## src/rtl/dind_regs.svh

```systemverilog
// offsets, field positions, reset values and timing of the input block
`ifndef DIND_REGS_SVH
`define DIND_REGS_SVH

`define DIND_CLK_HZ 200000000
`define DIND_US_CYCLES (`DIND_CLK_HZ / 1000000)

`define DIND_REC_PARAM 16'h0000
`define DIND_REC_DIAG_HEAD 16'h0000
`define DIND_REC_DIAG_FULL 16'h0001
`define DIND_REC_FILT0 16'h0080
`define DIND_IDX_DIAG_HEAD 16'h2f00
`define DIND_IDX_DIAG_FULL 16'h2f01
`define DIND_IDX_PARAM0 16'h3100
`define DIND_IDX_SUB_PARAM 16'h3100
`define DIND_IDX_SUB_DIAG 16'h5005
`define DIND_SUB_PARAM_FIRST 8'h01
`define DIND_SUB_PARAM_LAST 8'h06
`define DIND_SUB_DIAG_FIRST 8'h02
`define DIND_SUB_DIAG_LAST 8'h11
`define DIND_SUB_STAMP 8'h13

`define DIND_DIAG_HEAD_LEN 5'd4
`define DIND_DIAG_LEN 5'd20
`define DIND_CHAN_ERR_BYTE 5'd8
`define DIND_STAMP_BYTE 5'd16

`define DIND_RPT_EN_RST 8'h00
`define DIND_RPT_EN_OFF 8'h00
`define DIND_RPT_EN_ON 8'h40
`define DIND_WBE_RST 8'h00
`define DIND_FILT_RST 8'h11
`define DIND_MOD_CLASS 8'h1f
`define DIND_CH_KIND 8'h70
`define DIND_BITS_PER_CH 8'h08
`define DIND_CH_COUNT 8'h08

`define DIND_SUM_MOD_FAIL 0
`define DIND_SUM_INTERNAL 1
`define DIND_SUM_EXTERNAL 2
`define DIND_SUM_CHANNEL 3
`define DIND_SUM_AUX 4
`define DIND_SUM_PARAM 7
`define DIND_INT_OVF 3
`define DIND_INT_COMM 4
`define DIND_CHE_PARAM 0
`define DIND_CHE_WIRE 4

`define DIND_FILT_T1_US 15'd100
`define DIND_FILT_T2_US 15'd400
`define DIND_FILT_T3_US 15'd800
`define DIND_FILT_T4_US 15'd1600
`define DIND_FILT_T5_US 15'd3200
`define DIND_FILT_T6_US 15'd10000
`define DIND_FILT_T7_US 15'd20000

`endif

```

## src/rtl/dind_pkg.sv

```systemverilog
// types shared by the input diagnostics block
package dind_pkg;

    typedef enum logic [1:0] {
        DIND_PATH_RECORD,
        DIND_PATH_INDEX,
        DIND_PATH_SUBINDEX
    } dind_path_t;

    typedef struct packed {
        logic valid;
        logic write;
        dind_path_t path;
        logic [15:0] number;
        logic [7:0] subindex;
        logic [4:0] offset;
        logic [7:0] wdata;
    } dind_req_t;

    typedef struct packed {
        logic valid;
        logic bad;
        logic [7:0] data;
    } dind_rsp_t;

    typedef struct packed {
        logic state;
        logic [14:0] cnt;
    } dind_filt_state_t;

    typedef struct packed {
        logic [7:0] report_en;
        logic [7:0] wbe;
        logic [3:0][7:0] filt;
        logic [7:0] us_pre;
        logic us_tick;
        logic [31:0] us_cnt;
        logic [31:0] stamp;
        logic [23:0] ev_prev;
        logic alarm;
        dind_rsp_t rsp;
    } dind_state_t;

endpackage

```

## src/rtl/dind_top.sv

```systemverilog
// eight channel digital input with filters and diagnostic records
//
// Notes on behaviour
// RULE1 - wire-break watch per channel enable bit
// RULE2 - filter byte: low nibble even, high odd
// RULE3 - filter codes 1..7 map 100us to 20ms
// RULE4 - inputs delayed by filter time, spikes dropped
// RULE5 - wire breaks reported only for enabled channels
// RULE6 - record 01h full diag, 00h first four
// RULE7 - index 2F01h full diag, 2F00h first four
// RULE8 - subindex path under 5005h, 02h to 13h; the block answers 02h to 11h and 13h, and 12h reads bad
// RULE9 - first diag byte summary error bits
// RULE10 - fourth byte: overflow bit3, comm bit4
// RULE11 - module class byte reads 1Fh
// RULE12 - channel kind byte reads 70h
// RULE13 - bits per channel and count read 08h
// RULE14 - summary bit n set on channel error
// RULE15 - channel byte: param bit0, wire bit4
// RULE16 - timestamp captured on diagnostic event
// RULE17 - 32-bit microsecond counter from zero, wraps
// RULE18 - diag enable 00h off, 40h on
// RULE19 - controller writes enables only when stopped
// RULE20 - channel flag sets summary bits, reset clear
// RULE21 - bad filter code flags parameter error
`include "dind_regs.svh"

module dind_top
    import dind_pkg::*;
#(
    parameter logic [7:0] US_CYCLES = 8'(`DIND_US_CYCLES)
) (
    // clock and reset
    input wire logic ref_clk,
    input wire logic nrst,
    // process side
    input wire logic [7:0] input_channel,
    input wire logic [7:0] wire_break_sense,
    input wire logic module_fail,
    input wire logic aux_supply_missing,
    input wire logic diag_overflow,
    input wire logic comm_error,
    // coupler access
    input wire dind_req_t req,
    output dind_rsp_t rsp,
    // results
    output logic [7:0] input_state,
    output logic diag_alarm
);

    logic [1:0] rst_sync;
    logic rst_n;
    dind_state_t st_reg;
    dind_state_t st_next;
    logic [19:0][7:0] diag;
    logic [7:0][7:0] che;
    logic [7:0] perr;
    logic [7:0] wb;
    logic [7:0] chsum;
    logic [7:0] sum;
    logic [7:0] intl;
    logic en;
    logic [23:0] ev_vec;
    logic [2:0] ps;
    logic [5:0] dsel;

    // reset release through two flops
    always_ff @(posedge ref_clk or negedge nrst) begin
        if (!nrst) begin
            rst_sync <= 2'b00;
        end else begin
            rst_sync <= {rst_sync[0], 1'b1};
        end
    end
    assign rst_n = rst_sync[1];

    // filter code to delay in microseconds
    function automatic logic [14:0] filt_us(logic [3:0] code);
        logic [14:0] t;
        t = `DIND_FILT_T1_US;
        unique case (code)
            4'h1: t = `DIND_FILT_T1_US; // RULE3
            4'h2: t = `DIND_FILT_T2_US;
            4'h3: t = `DIND_FILT_T3_US;
            4'h4: t = `DIND_FILT_T4_US;
            4'h5: t = `DIND_FILT_T5_US;
            4'h6: t = `DIND_FILT_T6_US;
            4'h7: t = `DIND_FILT_T7_US;
            default: t = `DIND_FILT_T1_US;
        endcase
        return t;
    endfunction

    // parameter slot: 0 none, 1 diag enable, 2 wire enable, 3..6 filter
    function automatic logic [2:0] param_slot(dind_req_t r);
        logic [2:0] s;
        s = 3'h0;
        unique case (r.path)
            DIND_PATH_RECORD: begin
                if (r.number == `DIND_REC_PARAM && r.offset < 5'h02) begin
                    s = 3'h1 + 3'(r.offset);
                end else if (r.number[15:2] == `DIND_REC_FILT0 >> 2
                        && r.offset == 5'h00) begin
                    s = 3'h3 + 3'(r.number[1:0]);
                end
            end
            DIND_PATH_INDEX: begin
                if (r.number >= `DIND_IDX_PARAM0
                        && r.number <= `DIND_IDX_PARAM0 + 16'h0005
                        && r.offset == 5'h00) begin
                    s = 3'(r.number - `DIND_IDX_PARAM0) + 3'h1;
                end
            end
            DIND_PATH_SUBINDEX: begin
                if (r.number == `DIND_IDX_SUB_PARAM
                        && r.subindex >= `DIND_SUB_PARAM_FIRST
                        && r.subindex <= `DIND_SUB_PARAM_LAST
                        && r.offset == 5'h00) begin
                    s = 3'(r.subindex);
                end
            end
            default: s = 3'h0;
        endcase
        return s;
    endfunction

    // diagnostic byte: bit 5 valid, bits 4..0 byte within the record
    function automatic logic [5:0] diag_slot(dind_req_t r);
        logic [5:0] s;
        s = 6'h00;
        unique case (r.path)
            DIND_PATH_RECORD: begin
                if (r.number == `DIND_REC_DIAG_FULL
                        && r.offset < `DIND_DIAG_LEN) begin
                    s = {1'b1, r.offset}; // RULE6
                end else if (r.number == `DIND_REC_DIAG_HEAD
                        && r.offset < `DIND_DIAG_HEAD_LEN) begin
                    s = {1'b1, r.offset}; // RULE6
                end
            end
            DIND_PATH_INDEX: begin
                if (r.number == `DIND_IDX_DIAG_FULL
                        && r.offset < `DIND_DIAG_LEN) begin
                    s = {1'b1, r.offset}; // RULE7
                end else if (r.number == `DIND_IDX_DIAG_HEAD
                        && r.offset < `DIND_DIAG_HEAD_LEN) begin
                    s = {1'b1, r.offset}; // RULE7
                end
            end
            DIND_PATH_SUBINDEX: begin
                if (r.number == `DIND_IDX_SUB_DIAG) begin
                    if (r.subindex >= `DIND_SUB_DIAG_FIRST
                            && r.subindex <= `DIND_SUB_DIAG_LAST
                            && r.offset == 5'h00) begin
                        s = {1'b1, 5'(r.subindex - `DIND_SUB_DIAG_FIRST)};
                    end else if (r.subindex == `DIND_SUB_STAMP
                            && r.offset < 5'h04) begin
                        s = {1'b1, `DIND_STAMP_BYTE + r.offset}; // RULE8
                    end
                end
            end
            default: s = 6'h00;
        endcase
        return s;
    endfunction

    // per-channel filters and error bytes
    assign en = (st_reg.report_en == `DIND_RPT_EN_ON); // RULE18
    assign wb = wire_break_sense & st_reg.wbe; // RULE1 RULE5
    generate
        for (genvar n = 0; n < 8; n++) begin : g_ch
            logic [3:0] code;
            assign code = st_reg.filt[n / 2][4 * (n % 2) +: 4]; // RULE2
            assign perr[n] = (code == 4'h0) || code[3]; // RULE21
            always_comb begin
                che[n] = 8'h00;
                che[n][`DIND_CHE_PARAM] = en && perr[n]; // RULE15
                che[n][`DIND_CHE_WIRE] = en && wb[n]; // RULE15 RULE5
            end
            assign chsum[n] = |che[n]; // RULE14 RULE20
            dind_filter u_filt (
                .ref_clk(ref_clk),
                .rst_n(rst_n),
                .us_tick(st_reg.us_tick),
                .limit_us(filt_us(code)),
                .raw(input_channel[n]),
                .state(input_state[n])
            );
        end
    endgenerate

    // summary and internal bytes
    always_comb begin
        sum = 8'h00;
        intl = 8'h00;
        if (en) begin
            intl[`DIND_INT_OVF] = diag_overflow; // RULE10
            intl[`DIND_INT_COMM] = comm_error; // RULE10
            sum[`DIND_SUM_MOD_FAIL] = module_fail; // RULE9
            sum[`DIND_SUM_INTERNAL] = |intl;
            sum[`DIND_SUM_EXTERNAL] = aux_supply_missing;
            sum[`DIND_SUM_CHANNEL] = |chsum; // RULE20
            sum[`DIND_SUM_AUX] = aux_supply_missing;
            sum[`DIND_SUM_PARAM] = (|perr) // RULE21
                || (st_reg.report_en != `DIND_RPT_EN_OFF
                && st_reg.report_en != `DIND_RPT_EN_ON);
        end
    end

    // record image, timestamp low byte first
    always_comb begin
        diag = '0;
        diag[0] = sum; // RULE9
        diag[1] = `DIND_MOD_CLASS; // RULE11
        diag[3] = intl; // RULE10
        diag[4] = `DIND_CH_KIND; // RULE12
        diag[5] = `DIND_BITS_PER_CH; // RULE13
        diag[6] = `DIND_CH_COUNT; // RULE13
        diag[7] = chsum; // RULE14
        for (int i = 0; i < 8; i++) begin
            diag[`DIND_CHAN_ERR_BYTE + 5'(i)] = che[i];
        end
        for (int i = 0; i < 4; i++) begin
            diag[`DIND_STAMP_BYTE + 5'(i)] = st_reg.stamp[8 * i +: 8];
        end
    end

    assign ev_vec = {sum, chsum, wb & {8{en}}};
    assign ps = param_slot(req);
    assign dsel = diag_slot(req);

    // next state: ticker, event capture, access handling
    always_comb begin
        st_next = st_reg;
        st_next.rsp = '0;
        if (st_reg.us_pre == US_CYCLES - 8'h01) begin
            st_next.us_pre = 8'h00;
            st_next.us_tick = 1'b1;
            st_next.us_cnt = st_reg.us_cnt + 32'h00000001; // RULE17
        end else begin
            st_next.us_pre = st_reg.us_pre + 8'h01;
            st_next.us_tick = 1'b0;
        end
        st_next.ev_prev = ev_vec;
        st_next.alarm = |(ev_vec & ~st_reg.ev_prev);
        if (st_next.alarm) begin
            st_next.stamp = st_reg.us_cnt; // RULE16
        end
        if (req.valid) begin
            st_next.rsp.valid = 1'b1;
            if (req.write) begin
                unique case (ps)
                    3'h0: st_next.rsp.bad = 1'b1;
                    3'h1: st_next.report_en = req.wdata; // RULE18
                    3'h2: st_next.wbe = req.wdata; // RULE1
                    default: st_next.filt[2'(ps - 3'h3)] = req.wdata;
                endcase
            end else if (dsel[5]) begin
                st_next.rsp.data = diag[dsel[4:0]];
            end else begin
                unique case (ps)
                    3'h0: st_next.rsp.bad = 1'b1;
                    3'h1: st_next.rsp.data = st_reg.report_en;
                    3'h2: st_next.rsp.data = st_reg.wbe;
                    default: st_next.rsp.data = st_reg.filt[2'(ps - 3'h3)];
                endcase
            end
        end
    end

    // state register, flags clear at reset
    always_ff @(posedge ref_clk or negedge rst_n) begin
        if (!rst_n) begin
            st_reg <= '0; // RULE20
            st_reg.report_en <= `DIND_RPT_EN_RST;
            st_reg.wbe <= `DIND_WBE_RST;
            st_reg.filt <= {4{`DIND_FILT_RST}};
        end else begin
            st_reg <= st_next;
        end
    end

    assign rsp = st_reg.rsp;
    assign diag_alarm = st_reg.alarm;
endmodule

```

## src/rtl/dind_filter.sv

```systemverilog
// one channel input delay filter counted in microsecond ticks
`include "dind_regs.svh"

module dind_filter
    import dind_pkg::*;
(
    // clock and reset
    input wire logic ref_clk,
    input wire logic rst_n,
    // timing
    input wire logic us_tick,
    input wire logic [14:0] limit_us,
    // signal
    input wire logic raw,
    output logic state
);

    dind_filt_state_t st_reg;
    dind_filt_state_t st_next;

    // output follows raw only after it differed for limit_us ticks
    always_comb begin
        st_next = st_reg;
        if (raw == st_reg.state) begin
            st_next.cnt = 15'h0000; // RULE4
        end else if (us_tick) begin
            if (st_reg.cnt + 15'h0001 >= limit_us) begin
                st_next.state = raw; // RULE4
                st_next.cnt = 15'h0000;
            end else begin
                st_next.cnt = st_reg.cnt + 15'h0001;
            end
        end
    end

    // state register
    always_ff @(posedge ref_clk or negedge rst_n) begin
        if (!rst_n) begin
            st_reg <= '0;
        end else begin
            st_reg <= st_next;
        end
    end

    assign state = st_reg.state;
endmodule

```

## config.mk

```make
export PLATFORM = sky130hd
export DESIGN_NAME = dind_top
export DESIGN_NICKNAME = d
export VERILOG_FILES = /design/src/rtl/dind_pkg.sv /design/src/rtl/dind_top.sv /design/src/rtl/dind_filter.sv
export VERILOG_INCLUDE_DIRS = /design/src /design/src/rtl
export SDC_FILE = /design/constraint.sdc
export NUM_CORES = 1
export LEC_CHECK = 0
export ABC_CLOCK_PERIOD_IN_PS = 13100
export BUFFER_PORTS_ARGS = -buffer_cell sky130_fd_sc_hd__buf_2
export CAP_MARGIN = 30
export CELL_PAD_IN_SITES_DETAIL_PLACEMENT = 0
export CELL_PAD_IN_SITES_GLOBAL_PLACEMENT = 1
export CORE_ASPECT_RATIO = 1.25
export CORE_MARGIN = 8
export CORE_UTILIZATION = 25
export DETAILED_ROUTE_END_ITERATION = 6
export PLACE_DENSITY = 0.57
export SYNTH_ARGS = -nofsm -noshare
export SYNTH_HDL_FRONTEND = slang
export SYNTH_HIERARCHICAL = 1
export SYNTH_SLANG_ARGS = --single-unit
```

## constraint.sdc

```tcl
create_clock -name ref_clk -period 13.1 [get_ports ref_clk]
set_input_delay 0.655 -clock ref_clk [delete_from_list [all_inputs] [get_ports ref_clk]]
set_output_delay 0.655 -clock ref_clk [all_outputs]
set_load 0.02 [all_outputs]
```

# Word-level counts from Yosys, hierarchy flattened
# Index checks and enable logic that the tools add are counted.
# totals
wordCells,301
out_inout_bits,19
inputBits,63
reg_bits,284
# classes
magnitude_cmp,20
reduce_logical,86
muxes,63
eq_ne,70
bitwise,13
addsub,17
# ops
operator,count
one-hot mux 15 bit (6 select lines),8
2-to-1 mux 15 bit,24
== test 4 x 3 -> 1 bit (second input constant),32
adder 15 x 1 -> 15 bit (second input constant),8
>= comparator 15 bit,8
== test 4 x 2 -> 1 bit (second input constant),16
== test 16 x 14 -> 1 bit (second input constant),3
2-to-1 mux 6 bit,7
binary-select mux 8 bit (select 5 bit),1
2-to-1 mux 8 bit,5
AND reduction 3 bit,11
adder 32 x 1 -> 32 bit (second input constant),1
bitwise mux 32 bit,1
logical AND 1 bit,32
zero test 4 bit,8
bitwise AND 24 bit,1
inverter 24 bit,1
one-hot mux 8 bit (3 select lines),1
OR reduction 24 bit,1
one-hot mux 6 bit (3 select lines),1
OR reduction 2 bit,9
bitwise AND 8 bit,2
binary-select mux 8 bit (select 2 bit),1
demux 8 bit (select 2 bit),1
other kinds (50),86

# Longest topological paths before layout
# Gate-level depths: netlist (run 1).
# logic_depth
ltp_word,13
ltp_mapped,15
ltp_nobuf,14

# Hierarchy
# The synthesis (run 1) kept the hierarchy.
# by_module_without_submodules
module,seq_area_each_um2,n_inst,area_each_um2,cells_each
dind_filter,400.4,8,1243.7,141
dind_top,3888.7,1,9243.9,934

# Least setup slack after synthesis (run 1)
# No wires, ideal clock.
# synth_path
path_kind,input port to flip-flop
startpoint,input req[32] in the netlist's numbering
endpoint,register st_reg (netlist bit g_ch[0].code[1])
setup_ns,0.125
cell_stages,11
arrival_time_ns,3.424
path_buffers,0
required_time_ns,12.975
path_slack_ns,9.552
path_cell_list,nor3_2 nand3_1 o221a_2 o2111ai_1 nor2_1 a221oi_1 inv_1 ha_1 o31ai_1 nand4_2 mux2_2
# synth_via
elab_chain_len,12
word_cells_on_any_way,30
classes_between,add/sub: 1; order compare: 4; eq/ne: 4; mux: 8; bitwise: 1; reduce/logical: 12
# synth_rtl
item,line,rtl
from (decl),dind_top.sv:43,"input wire dind_req_t req,"
"parallel branches: the longest is 5 deep, another holds >= comparator 16 x 14 -> 1 bit",n/a,
one-hot mux 3 bit (3 select lines) *,dind_top.sv:97,unique case (r.path)
subtractor 2 bit,dind_top.sv:255,default: st_next.filt[2'(ps - 3'h3)] = req.wdata;
less-than comparator 2 x 3 -> 1 bit (not written as such) / >= comparator 2 x 1 -> 1 bit (equally long branches),dind_top.sv:255,
logical AND 1 bit (not written as such),dind_top.sv:255,
2-to-1 mux 8 bit (not written as such),dind_top.sv:255,
demux 8 bit (select 2 bit),dind_top.sv:255,
bitwise mux 32 bit,dind_top.sv:255,
to (signal assigned),dind_top.sv:278,st_reg <= st_next;
to (decl),dind_top.sv:52,dind_state_t st_reg;
# Every way passes the cells marked *.
# A chain may end at the register's enable or synchronous reset.

# Worst setup path in the final report (run 1)
# layout_path
startpoint,input req[32] in the netlist's numbering
endpoint,register st_reg (netlist bit g_ch[1].code[1])
# The elaborated chain is that of the path after synthesis.

==> run_results.csv, run 1 <==
group,metric,value,unit
critical_path,critPathBufInv,2,
clocking,post-cts-setup-buffers,0,
finish,nets,2364,
finish,largest_reg_flops,120,
synth,ys_ff_latch,283,
critical_path,cp_cell_sequence,"buf_2 > nor3_2 > nand3_1 > o221a_2 > o2111ai_1 > nor2_1 > a221oi_1 > inv_1 > ha_1 > o31ai_1 > nand4_2 > mux2_2",
global_route,antenna_found_initial,8,
floorplan,ios,82,
critical_path,slowest_stage,"a221oi_1",
clocking,cts.sinks,283,
sta,hold_viol,0,
finish,fin_cells,3168,
sta,min_period,3.981,ns
clocking,insertion_delay,0.57,ns
clocking,cts-root-buf,"clkbuf_16",
worst_hold_path,hold_class,"in2reg",
synth,yosysMostFrequentCell,"dfrtp_1",
synth,ys_top_cells_by_count,"275 x dfrtp_1, 248 x nand2_1, 157 x inv_1",
sta,finalSetupViolCount,0,
critical_path,reg2reg_depth,12,
critical_path,r2r-end,"g_ch[3].u_filt/st_reg[5]",
finish,areaGrowthSynthToFinish,14.93,%
detailed_routing,drc,0,
clocking,cts_htree_levels,2,
finish,drive_gt1_frac,0.1440,
sta,slew_violations,0,
floorplan,die-width,263.8,µm
critical_path,cpPeakStageDelay,0.61,ns
sta,min_period_over_period,0.3039,
finish,fillers,7988,
floorplan,die_h,325.8,µm
global_route,gr-max-usage-layer,"met2",
synth,synth-main-ff-cell,"dfrtp_1",
detailed_routing,drtIter0Drc,794,
sta,fin_setup_tns,0,ns
detailed_routing,vias,15090,
clocking,cts_buffers,36,
floorplan,std_cell_rows,113,
critical_path,reg2reg_slack,10.02,ns
synth,synth_area_leaders,"dfrtp_1 36%, ha_1 9.3%, xnor2_1 5.3%, nand2_1 4.9%, mux2_2 4.0%",
detailed_routing,wire_per_inst,16.94,µm
sta,clock_skew,0.02465,ns
synth,ys_types,84,
clocking,cts_tree,"built",
global_route,grt_pass1_vias,15360,
synth,syn_avg_cell_area,9.308,µm²
sta,fmax,0.2512,GHz
sta,worstMarginPinSlew,0.9048,ns
floorplan,die_area,85950,µm²
finish,fin_area,22060,µm²
critical_path,cp-end-kind,"flip-flop",
clocking,clockBufferDepth,3,
synth,yosysWarnings,6,
synth,ys_seq_area_frac,0.3695,
global_route,use_met1,0.1531,
detailed_routing,ant_nets,0,
critical_path,critPathKind,"in2reg",
critical_path,critPathRequiredTime,13.54,ns
synth,async_flop_share,1.000,
global_route,grt_overflow,0,
critical_path,critPathTopFamily,"compound AO/OA/AOI/OAI gates",
floorplan,core-area,76070,µm²
flow_run,maxCapViolations,0,
global_route,met2_usage,0.2128,
detailed_routing,firstDrtPassIters,5,
synth,synth_cells,2062,
critical_path,crit_end,"g_ch[1].code[1]",
floorplan,start_util,0.2523,
pwr,p_leak,10.65,nW
synth,synth_top_area_frac,0.3585,
sta,relSlewSlack,0.3956,
pwr,power_density,92.20,nW/µm²
global_route,track_usage,0.1233,
detailed_routing,totalWireLength,53.65,mm
place,io_buffers,81,
global_route,grt_max_degree,76,
pwr,vdd_drop_max,0.00007757,V
global_route,grt_pass1_wl,86.55,mm
critical_path,crit_arrival,4.42,ns
global_route,met3_usage,0.02578,
critical_path,critPathLaunchType,"primary input",
sta,rsz0062_at_grt,"false",
critical_path,rr_startpoint,"g_ch[3].u_filt/st_reg[5]",
place,hpwl,40.82,mm
synth,yosysTopAreaCell,"dfrtp_1",
detailed_routing,viasPerCell,4.765,
clocking,clkTransAtPathRegs,0.06,ns
synth,synth_edf_count,0,
place,dp_cells,3094,
critical_path,worst-path-max-fanout,8,
critical_path,critPathLaunch,"req[32]",
place,dpl-instance-area,20730,µm²
critical_path,path_depth,12,
run_status,status,"finished clean",
synth,synth_area,19190,µm²
place,place_congestion,0.8471,
-- power breakdown --
part | internal [mW] | switching, mW
Clock | 0.639 | 0.426
Combinational | 0.0280 | 0.0605
Sequential | 0.876 | 0.00388
Total | 1.54 | 0.490
-- worst min-delay path by stage --
stage	endpoint	slack, ns	from	depth (start not counted)
after global routing	g_ch[0].u_filt/state	0.31	input_channel[0]	2
after CTS	g_ch[0].u_filt/state	0.29	input_channel[0]	2
after floorplan	rst_sync[1]	0.33	rst_sync[0]	0
after global placement	rst_sync[1]	0.33	rst_sync[0]	0
after detailed placement	rst_sync[1]	0.34	rst_sync[0]	0
final	g_ch[0].u_filt/state	0.32	input_channel[0]	2
-- routing by layer --
metal	share of wire	vias up	wire [µm]
met3	0.043	79	2324
met1	0.44	7386	23810
met2	0.49	238	26030
li1	-	7383	-
met4	0.027	8	1446
met5	0.00076	-	41
-- layout make-up --
class,count,area [µm²],share of cell area
multi-input combinational,1575,11250,0.5099
sequential,283,7096,0.3217
tap,977,1222,0.05542
clock buffer,47,992.2,0.04498
timing repair buffer,105,638.1,0.02893
inverter,158,593.1,0.02689
clock inverter,19,259.0,0.01174
antenna,4,10.01,0.0004538
-- what timing repair did --
action,CTS,global route
resized for setup,0,0
endpoints found under the hold margin,2,0
endpoints found under the setup margin,0,0
hold buffers,1,0
-- stage by stage --
| step | utilization | hold slack [ns] | worst slack (ns) | total power, mW |
|---|---|---|---|---|
| after floorplan | - | 0.3312 | 4.643 | 0.9426 |
| after global placement | 0.2714 | 0.3348 | 8.618 | 0.9805 |
| final | 0.2900 | 0.3200 | 9.119 | 2.034 |
| after CTS | 0.2891 | 0.2932 | 9.048 | 2.076 |
| after global routing | 0.2899 | 0.3077 | 8.762 | 2.120 |
| after detailed placement | 0.2725 | 0.3364 | 8.457 | 0.9841 |
-- cell usage in the layout, fill, tap and decap left out, types with 68 or more instances in the layout --
master / count
nand2_1: 248
dfrtp_1: 274
nand2b_1: 90
buf_2: 82
a21oi_1: 75
inv_1: 157
mux2_2: 68
xnor2_1: 117
ha_1: 142
nor2_1: 129
nand3_1: 78
-- kinds of logic (layout without fill, tap and decap cells) --
family,count (synthesis),after routing,share of synthesized area
simple gates,817,817,0.2177
flops,283,283,0.3695
mux,119,119,0.07640
xor+xnor,143,143,0.06525
compound gates,321,321,0.1272
fa+ha+maj,142,142,0.09257
other cells,2,37,0.0003913
buf+inv,235,329,0.05091
Power figures use the tool's default switching activity.
==> inputs of run 2 (changes only) <==
- ABC_AREA: default -> 1
- ABC_CLOCK_PERIOD_IN_PS: 13100 -> 3750
- PLACE_DENSITY: 0.57 -> 0.59
- clock period: 13.1 -> 3.75 ns (I/O delays scaled with it)
==> run 2 against run 1 <==
Against the previous run:
- clock-buffer cell count rose by 8
- sequential cell count is the same
- first-iteration DRC count up 20%
- critical endpoint is now g_ch[1].u_filt/st_reg[8]
- highest routed layer is now met4
==> run_results.csv, run 2 <==
group,metric,value,unit
synth,synth_edf_count,0,
synth,ys_ff_latch,283,
detailed_routing,wire_per_inst,14.34,µm
detailed_routing,ant_nets,0,
clocking,cts.sinks,283,
sta,min_period_over_period,0.7421,
clocking,insertion_delay,0.57,ns
floorplan,die_h,342.5,µm
critical_path,critPathKind,"reg2reg",
floorplan,die-width,277.2,µm
worst_hold_path,hold_depth,3,
sta,slew_violations,0,
critical_path,cp_cell_sequence,"ha_1 > nand2_1 > nor2_2 > nand2_1 > xor2_1 > inv_2 > ha_1 > nand2_1 > inv_2 > a21oi_1 > nand2_1 > nand2_1 > inv_2 > nor2_2 > nand3_1 > nand2_1",
place,hpwl,47.52,mm
sta,clock_skew,0.02359,ns
synth,synth_area,21320,µm²
pwr,p_leak,12.91,nW
synth,async_flop_share,1.000,
clocking,clkTransAtPathRegs,0.06,ns
finish,largest_reg_flops,120,
critical_path,reg2reg_depth,16,
critical_path,crit_top_cell,"nand2_1",
critical_path,critPathBufInv,3,
floorplan,ios,82,
finish,areaGrowthSynthToFinish,14.43,%
sta,fin_setup_tns,0,ns
synth,synth_xor_area_frac,0.06234,
synth,synthMuxAreaShare,0,
finish,fin_area,24390,µm²
synth,synth_top_family_by_area,"simple AND/OR/NAND/NOR gates",
flow_run,maxCapViolations,0,
critical_path,critPathTopFamily,"simple AND/OR/NAND/NOR gates",
synth,syn_avg_cell_area,6.975,µm²
sta,whs,0.04083,ns
critical_path,cp-end-kind,"flip-flop",
critical_path,critPathLaunchType,"flip-flop",
floorplan,die_area,94920,µm²
clocking,cts-root-buf,"clkbuf_16",
global_route,grt_pass1_vias,18600,
detailed_routing,viasPerCell,4.292,
synth,synth_area_leaders,"dfrtp_1 32%, nand2_1 18%, ha_1 8.3%, inv_1 7.5%, nand3_1 5.0%",
finish,nets,3389,
detailed_routing,vias,18460,
place,io_buffers,81,
detailed_routing,drc,0,
floorplan,std_cell_rows,119,
critical_path,path_depth,16,
floorplan,core-area,84420,µm²
clocking,cts-resized-gates,0,
synth,synth-adder-area-share,0.08335,
synth,synth-main-ff-cell,"dfrtp_1",
clocking,clockBufferDepth,3,
critical_path,slowest_stage,"dfrtp_1",
synth,yosysWarnings,6,
sta,rsz0062_at_grt,"false",
run_status,status,"finished clean",
sta,relSlewSlack,0.2974,
synth,ys_top_cells_by_count,"1009 x nand2_1, 428 x inv_1, 275 x dfrtp_1",
sta,min_period,2.783,ns
synth,synth_compound_area_frac,0.05394,
critical_path,critPathRequiredTime,4.24,ns
finish,layout_common_cells,"1009 x nand2_1, 428 x inv_1, 273 x dfrtp_1, 247 x nor2_1, 213 x nand3_1",
finish,final_common_cell,"nand2_1",
clocking,post-cts-setup-buffers,0,
sta,hold_viol,0,
pwr,vdd_drop_max,0.0002082,V
global_route,grt_max_degree,105,
critical_path,crit_arrival,3.27,ns
finish,drive_gt1_frac,0.1264,
sta,finalSetupViolCount,0,
synth,yosysMostFrequentCell,"nand2_1",
detailed_routing,drtIter0Drc,956,
sta,fmax,0.3593,GHz
sta,worstMarginPinSlew,1.050,ns
detailed_routing,firstDrtPassIters,5,
pwr,power_density,289.3,nW/µm²
global_route,grt_pass1_wl,100.7,mm
worst_hold_path,hold_class,"in2reg",
detailed_routing,totalWireLength,61.66,mm
synth,ys_types,46,
synth,ys_seq_area_frac,0.3327,
global_route,grt_overflow,0,
clocking,cts_buffers,36,
global_route,track_usage,0.1297,
synth,synthSimpleGateAreaFrac,0.3574,
critical_path,worst-path-max-fanout,11,
critical_path,cpPeakStageDelay,0.45,ns
synth,yosysTopAreaCell,"dfrtp_1",
global_route,antenna_found_initial,0,
place,dp_cells,4220,
synth,synth_top_area_frac,0.3228,
finish,antenna_cells,0,
synth,synth_cells,3056,
place,dpl-instance-area,23020,µm²
clocking,cts_htree_levels,2,
place,place_congestion,0.8059,
clocking,cts_tree,"built",
floorplan,start_util,0.2525,
finish,fin_cells,4301,
==> run 2: cell types whose count changed after synthesis, moves of 34 or more <==
cell / before / now
nand3_1: 78 / 213
a21o_1: 34 / 0
nand2b_1: 90 / 0
inv_1: 157 / 428
a22o_1: 57 / 2
nor2_2: 8 / 51
nor2_1: 130 / 247
xnor2_1: 117 / 32
xor2_1: 26 / 90
nand2_1: 248 / 1009
o21ai_1: 0 / 39
inv_2: 1 / 70
mux2_2: 68 / 0
==> run 2: what timing repair did <==
action | 4_1_cts | 5_1_grt
setup endpoints to repair | 0 | 0
endpoints found under the hold margin | 15 | 0
hold buffers | 15 | 0
==> run 2: kinds of logic (layout without fill, tap and decap cells) <==
| group | Yosys count | count (layout) |
|---|---|---|
| AND/OR/NAND/NOR | 1712 | 1712 |
| AO/OA/AOI/OAI | 210 | 210 |
| other | 2 | 33 |
| XOR/XNOR | 138 | 138 |
| buffers and inverters | 569 | 694 |
| flip-flops | 283 | 283 |
| adder cells (fa/ha/maj) | 142 | 142 |
==> run 2: path summary, 6_finish.rpt <==
path / start / slack [ns] / to
worst max register to register: g_ch[1].u_filt/st_reg[0] / 0.97 / g_ch[1].u_filt/st_reg[8]
worst max-delay path: g_ch[1].u_filt/st_reg[0] / 0.97 / g_ch[1].u_filt/st_reg[8]
max in group asynchronous: rst_sync[1] / 2.28 / g_ch[1].u_filt/st_reg[6]
min in group asynchronous: rst_sync[1] / 0.39 / g_ch[6].u_filt/st_reg[1]
worst min register to register: rst_sync[0] / 0.35 / rst_sync[1]
worst min-delay path: comm_error / 0.04 / st_reg[28]
==> run 2: worst reg2reg max path, stage by stage, from the launching register on <==
cell and delay (ns):
dfrtp_1 0.45, ha_1 0.22, nand2_1 0.10, nor2_2 0.20
nand2_1 0.10, xor2_1 0.17, inv_2 0.06, ha_1 0.28
nand2_1 0.14, inv_2 0.04, a21oi_1 0.14, nand2_1 0.08
nand2_1 0.09, inv_2 0.04, nor2_2 0.39, nand3_1 0.14
nand2_1 0.09
==> run 2: where the power goes <==
part / switching [mW] / leakage (nW) / internal, mW / total (mW)
Sequential: 0.0159 / 3.90 / 3.06 / 3.08
Clock: 1.46 / 0.597 / 2.19 / 3.65
Combinational: 0.235 / 8.41 / 0.0972 / 0.332
==> run 2: area by class of cell <==
class	instances	area (µm²)
repair buffers	130	848.3
clock inverters	11	143.9
clock buffers	55	1074
flip-flops and latches	283	7097
inverters	498	1869
multi-input cells	2235	12000
fillers	9310	60030
well taps	1089	1363
==> run 2: metrics by stage <==
stage | total power, mW | setup slack, ns | util
2_1_floorplan | 3.315 | 0.9294 | -
3_3_place_gp | 3.468 | 0.6263 | 0.2727
3_5_place_dp | 3.463 | 0.6088 | 0.2727
4_1_cts | 7.224 | 0.8914 | 0.2889
5_1_grt | 7.353 | 0.5640 | 0.2889
6_report | 7.057 | 0.9670 | 0.2889
==> run 2: per-layer routing <==
layer,global-route usage,share of wire,vias up
met2,0.2257,0.48,215
li1,-,-,9755
met3,0.01859,0.033,56
met5,0,0,-
met4,0.02896,0.017,0
met1,0.1693,0.47,8435
==> inputs of run 3 (changes only) <==
- ABC_AREA: 1 -> 0
- ABC_CLOCK_PERIOD_IN_PS: 3750 -> 2500
- clock period: 3.75 -> 2.5 ns (I/O delays scaled with it)
==> run 3 against run 2 <==
Against the previous run:
- the run now ends with negative setup slack left
- worst setup slack got worse by 1.2 ns
- sequential share of layout area down 3.5 points
- final area up 14%
- critical endpoint is now g_ch[1].u_filt/st_reg[5]
- clock skew grew 0.0091 ns
- critical path type unchanged
- hold slack improved by 0.016 ns
- largest cell class unchanged
- sequential cell count unchanged
==> run_results.csv, run 3 (same netlist as run 1, synthesis figures left out) <==
group,metric,value,unit
clocking,cts_tree,"built",
critical_path,critPathBufInv,1,
run_status,status,"finished with violations",
finish,fin_area,27780,µm²
global_route,track_usage,0.1374,
clocking,insertion_delay,0.57,ns
critical_path,cpPeakStageDelay,0.36,ns
global_route,antenna_found_initial,6,
detailed_routing,drt-met1-wl,25.85,mm
finish,nets,2857,
clocking,cts.sinks,283,
floorplan,die_area,85950,µm²
sta,worstMarginPinSlew,0.9813,ns
detailed_routing,drc,0,
sta,clock_skew,0.03271,ns
pwr,power_density,386.0,nW/µm²
global_route,grt_pass1_vias,18250,
sta,fmax,0.3713,GHz
sta,worst_slack,-0.1935,ns
floorplan,core-area,76070,µm²
clocking,cts-root-buf,"clkbuf_16",
critical_path,critPathLaunchType,"flip-flop",
floorplan,std_cell_rows,113,
floorplan,die_h,325.8,µm
floorplan,start_util,0.2523,
worst_hold_path,hold_class,"in2reg",
detailed_routing,vias,17140,
sta,relSlewSlack,0.3444,
finish,fillers,7627,
detailed_routing,highest-signal-layer,"met5",
sta,min_period,2.693,ns
detailed_routing,ant_nets,0,
critical_path,worst-path-max-fanout,5,
sta,hold_viol,0,
place,dp_cells,3492,
sta,whs,0.05701,ns
finish,final_common_cell,"buf_4",
critical_path,crit_arrival,3.13,ns
finish,seqCellArea,7102,µm²
finish,fin_cells,3664,
floorplan,die-width,263.8,µm
place,dpl-instance-area,24070,µm²
floorplan,ios,82,
detailed_routing,wire_per_inst,16.43,µm
finish,layout_common_cells,"442 x buf_4, 269 x dfrtp_1, 198 x nand2_1, 150 x inv_1, 133 x ha_1",
clocking,clkTransAtPathRegs,0.05,ns
finish,areaGrowthSynthToFinish,44.74,%
finish,drive_gt1_frac,0.3928,
critical_path,slowest_stage,"dfrtp_1",
global_route,grt_pass1_wl,97.10,mm
pwr,p_leak,14.13,nW
detailed_routing,wl_met2,30.46,mm
sta,fin_setup_tns,-12.44,ns
sta,rsz0062_at_grt,"true",
critical_path,crit_top_cell,"nand4_1",
sta,finalSetupViolCount,152,
critical_path,critPathTopFamily,"simple AND/OR/NAND/NOR gates",
clocking,cts_htree_levels,2,
global_route,grt_overflow,0,
detailed_routing,wl_met3,2.146,mm
place,io_buffers,81,
detailed_routing,firstDrtPassIters,5,
critical_path,cp_cell_sequence,"nand4_1 > nor2_2 > and2_4 > nand4_1 > xnor2_2 > ha_1 > nand2_2 > nor2_4 > nand4_1 > o2111ai_2 > buf_6 > o21bai_1 > a21o_1",
sta,slew_violations,0,
sta,min_period_over_period,1.077,
critical_path,critPathRequiredTime,2.93,ns
clocking,clockBufferDepth,3,
detailed_routing,totalWireLength,60.21,mm
finish,largest_reg_flops,120,
place,hpwl,45.53,mm
global_route,grt_max_degree,64,
flow_run,maxCapViolations,0,
detailed_routing,viasPerCell,4.677,
critical_path,cp-end-kind,"flip-flop",
place,place_congestion,0.9297,
finish,multi_input_comb_area,12930,µm²
pwr,vdd_drop_max,0.0003511,V
critical_path,critPathKind,"reg2reg",
pwr,p_total,10.72,mW
run_status,violations,"negative setup slack",
detailed_routing,drtIter0Drc,768,
clocking,cts_buffers,37,
==> run 3: cell types whose count changed in the layout (fill, tap and decap cells not counted), moves of 41 or more <==
cell and change:
a22o_1 +55, o21ai_0 -41, nand2b_1 +59, buf_4 +411
nand3_1 -153, inv_1 -278, nor2_1 -141, xnor2_1 +44
xor2_1 -64, mux2_4 +55, nand2_1 -811, inv_2 -63
==> run 3: stage by stage <==
stage / util / setup WS, ns
6_report: 0.3652 / -0.1935
5_1_grt: 0.3651 / -0.3657
4_1_cts: 0.3563 / -0.1384
2_1_floorplan: - / -0.3206
3_5_place_dp: 0.3164 / -0.4693
3_3_place_gp: 0.3156 / -0.4354
==> run 3: tightest hold or removal path: cells and delay by family <==
kind	cells	cell delay [ns]
AO/OA/AOI/OAI	1	0.12
buffers and inverters	3	0.32
==> run 3: final timing paths <==
check	from	end	slack, ns	cells after the start
max in group asynchronous	rst_sync[1]	st_reg[71]	1.37	1
min	diag_overflow	st_reg[28]	0.06	4
min in group asynchronous	rst_sync[1]	g_ch[1].code[2]	0.35	0
min reg2reg	rst_sync[1]	g_ch[1].code[2]	0.35	0
max reg2reg	g_ch[1].u_filt/st_reg[5]	g_ch[1].u_filt/st_reg[5]	-0.19	13
max	g_ch[1].u_filt/st_reg[5]	g_ch[1].u_filt/st_reg[5]	-0.19	13
==> run 3: area by class of cell <==
cell class	count	share of cell area
multi-input cells	1575	0.4654
flip-flops and latches	283	0.2556
repair buffers	597	0.1684
well taps	977	0.04400
clock buffers	47	0.03756
inverters	158	0.02144
clock inverters	21	0.007071
diodes	6	0.0005405
==> run 3: power by group <==
part           total, mW  internal, mW  switching, mW  leakage (nW)
clock network       5.43          3.19           2.24         0.615
logic              0.680         0.289          0.391          9.61
registers           4.61          4.59         0.0188          3.90
==> run 3: repair_timing <==
| action | 4_1_cts | 5_1_grt |
|---|---|---|
| resized for setup | 215 | 141 |
| endpoints found under the setup margin | 161 | 173 |
| pin swaps | 120 | 123 |
| gates cloned | 3 | 2 |
| hold endpoints to repair | 68 | 0 |
| hold buffers | 28 | 0 |
| setup buffers | 58 | 19 |
==> run 3: layer usage <==
| metal | up-vias | track usage |
|---|---|---|
| met4 | 4 | 0.04189 |
| met3 | 101 | 0.02262 |
| met1 | 8398 | 0.1635 |
| met2 | 251 | 0.2507 |
| li1 | 8381 | - |
| met5 | - | 0 |
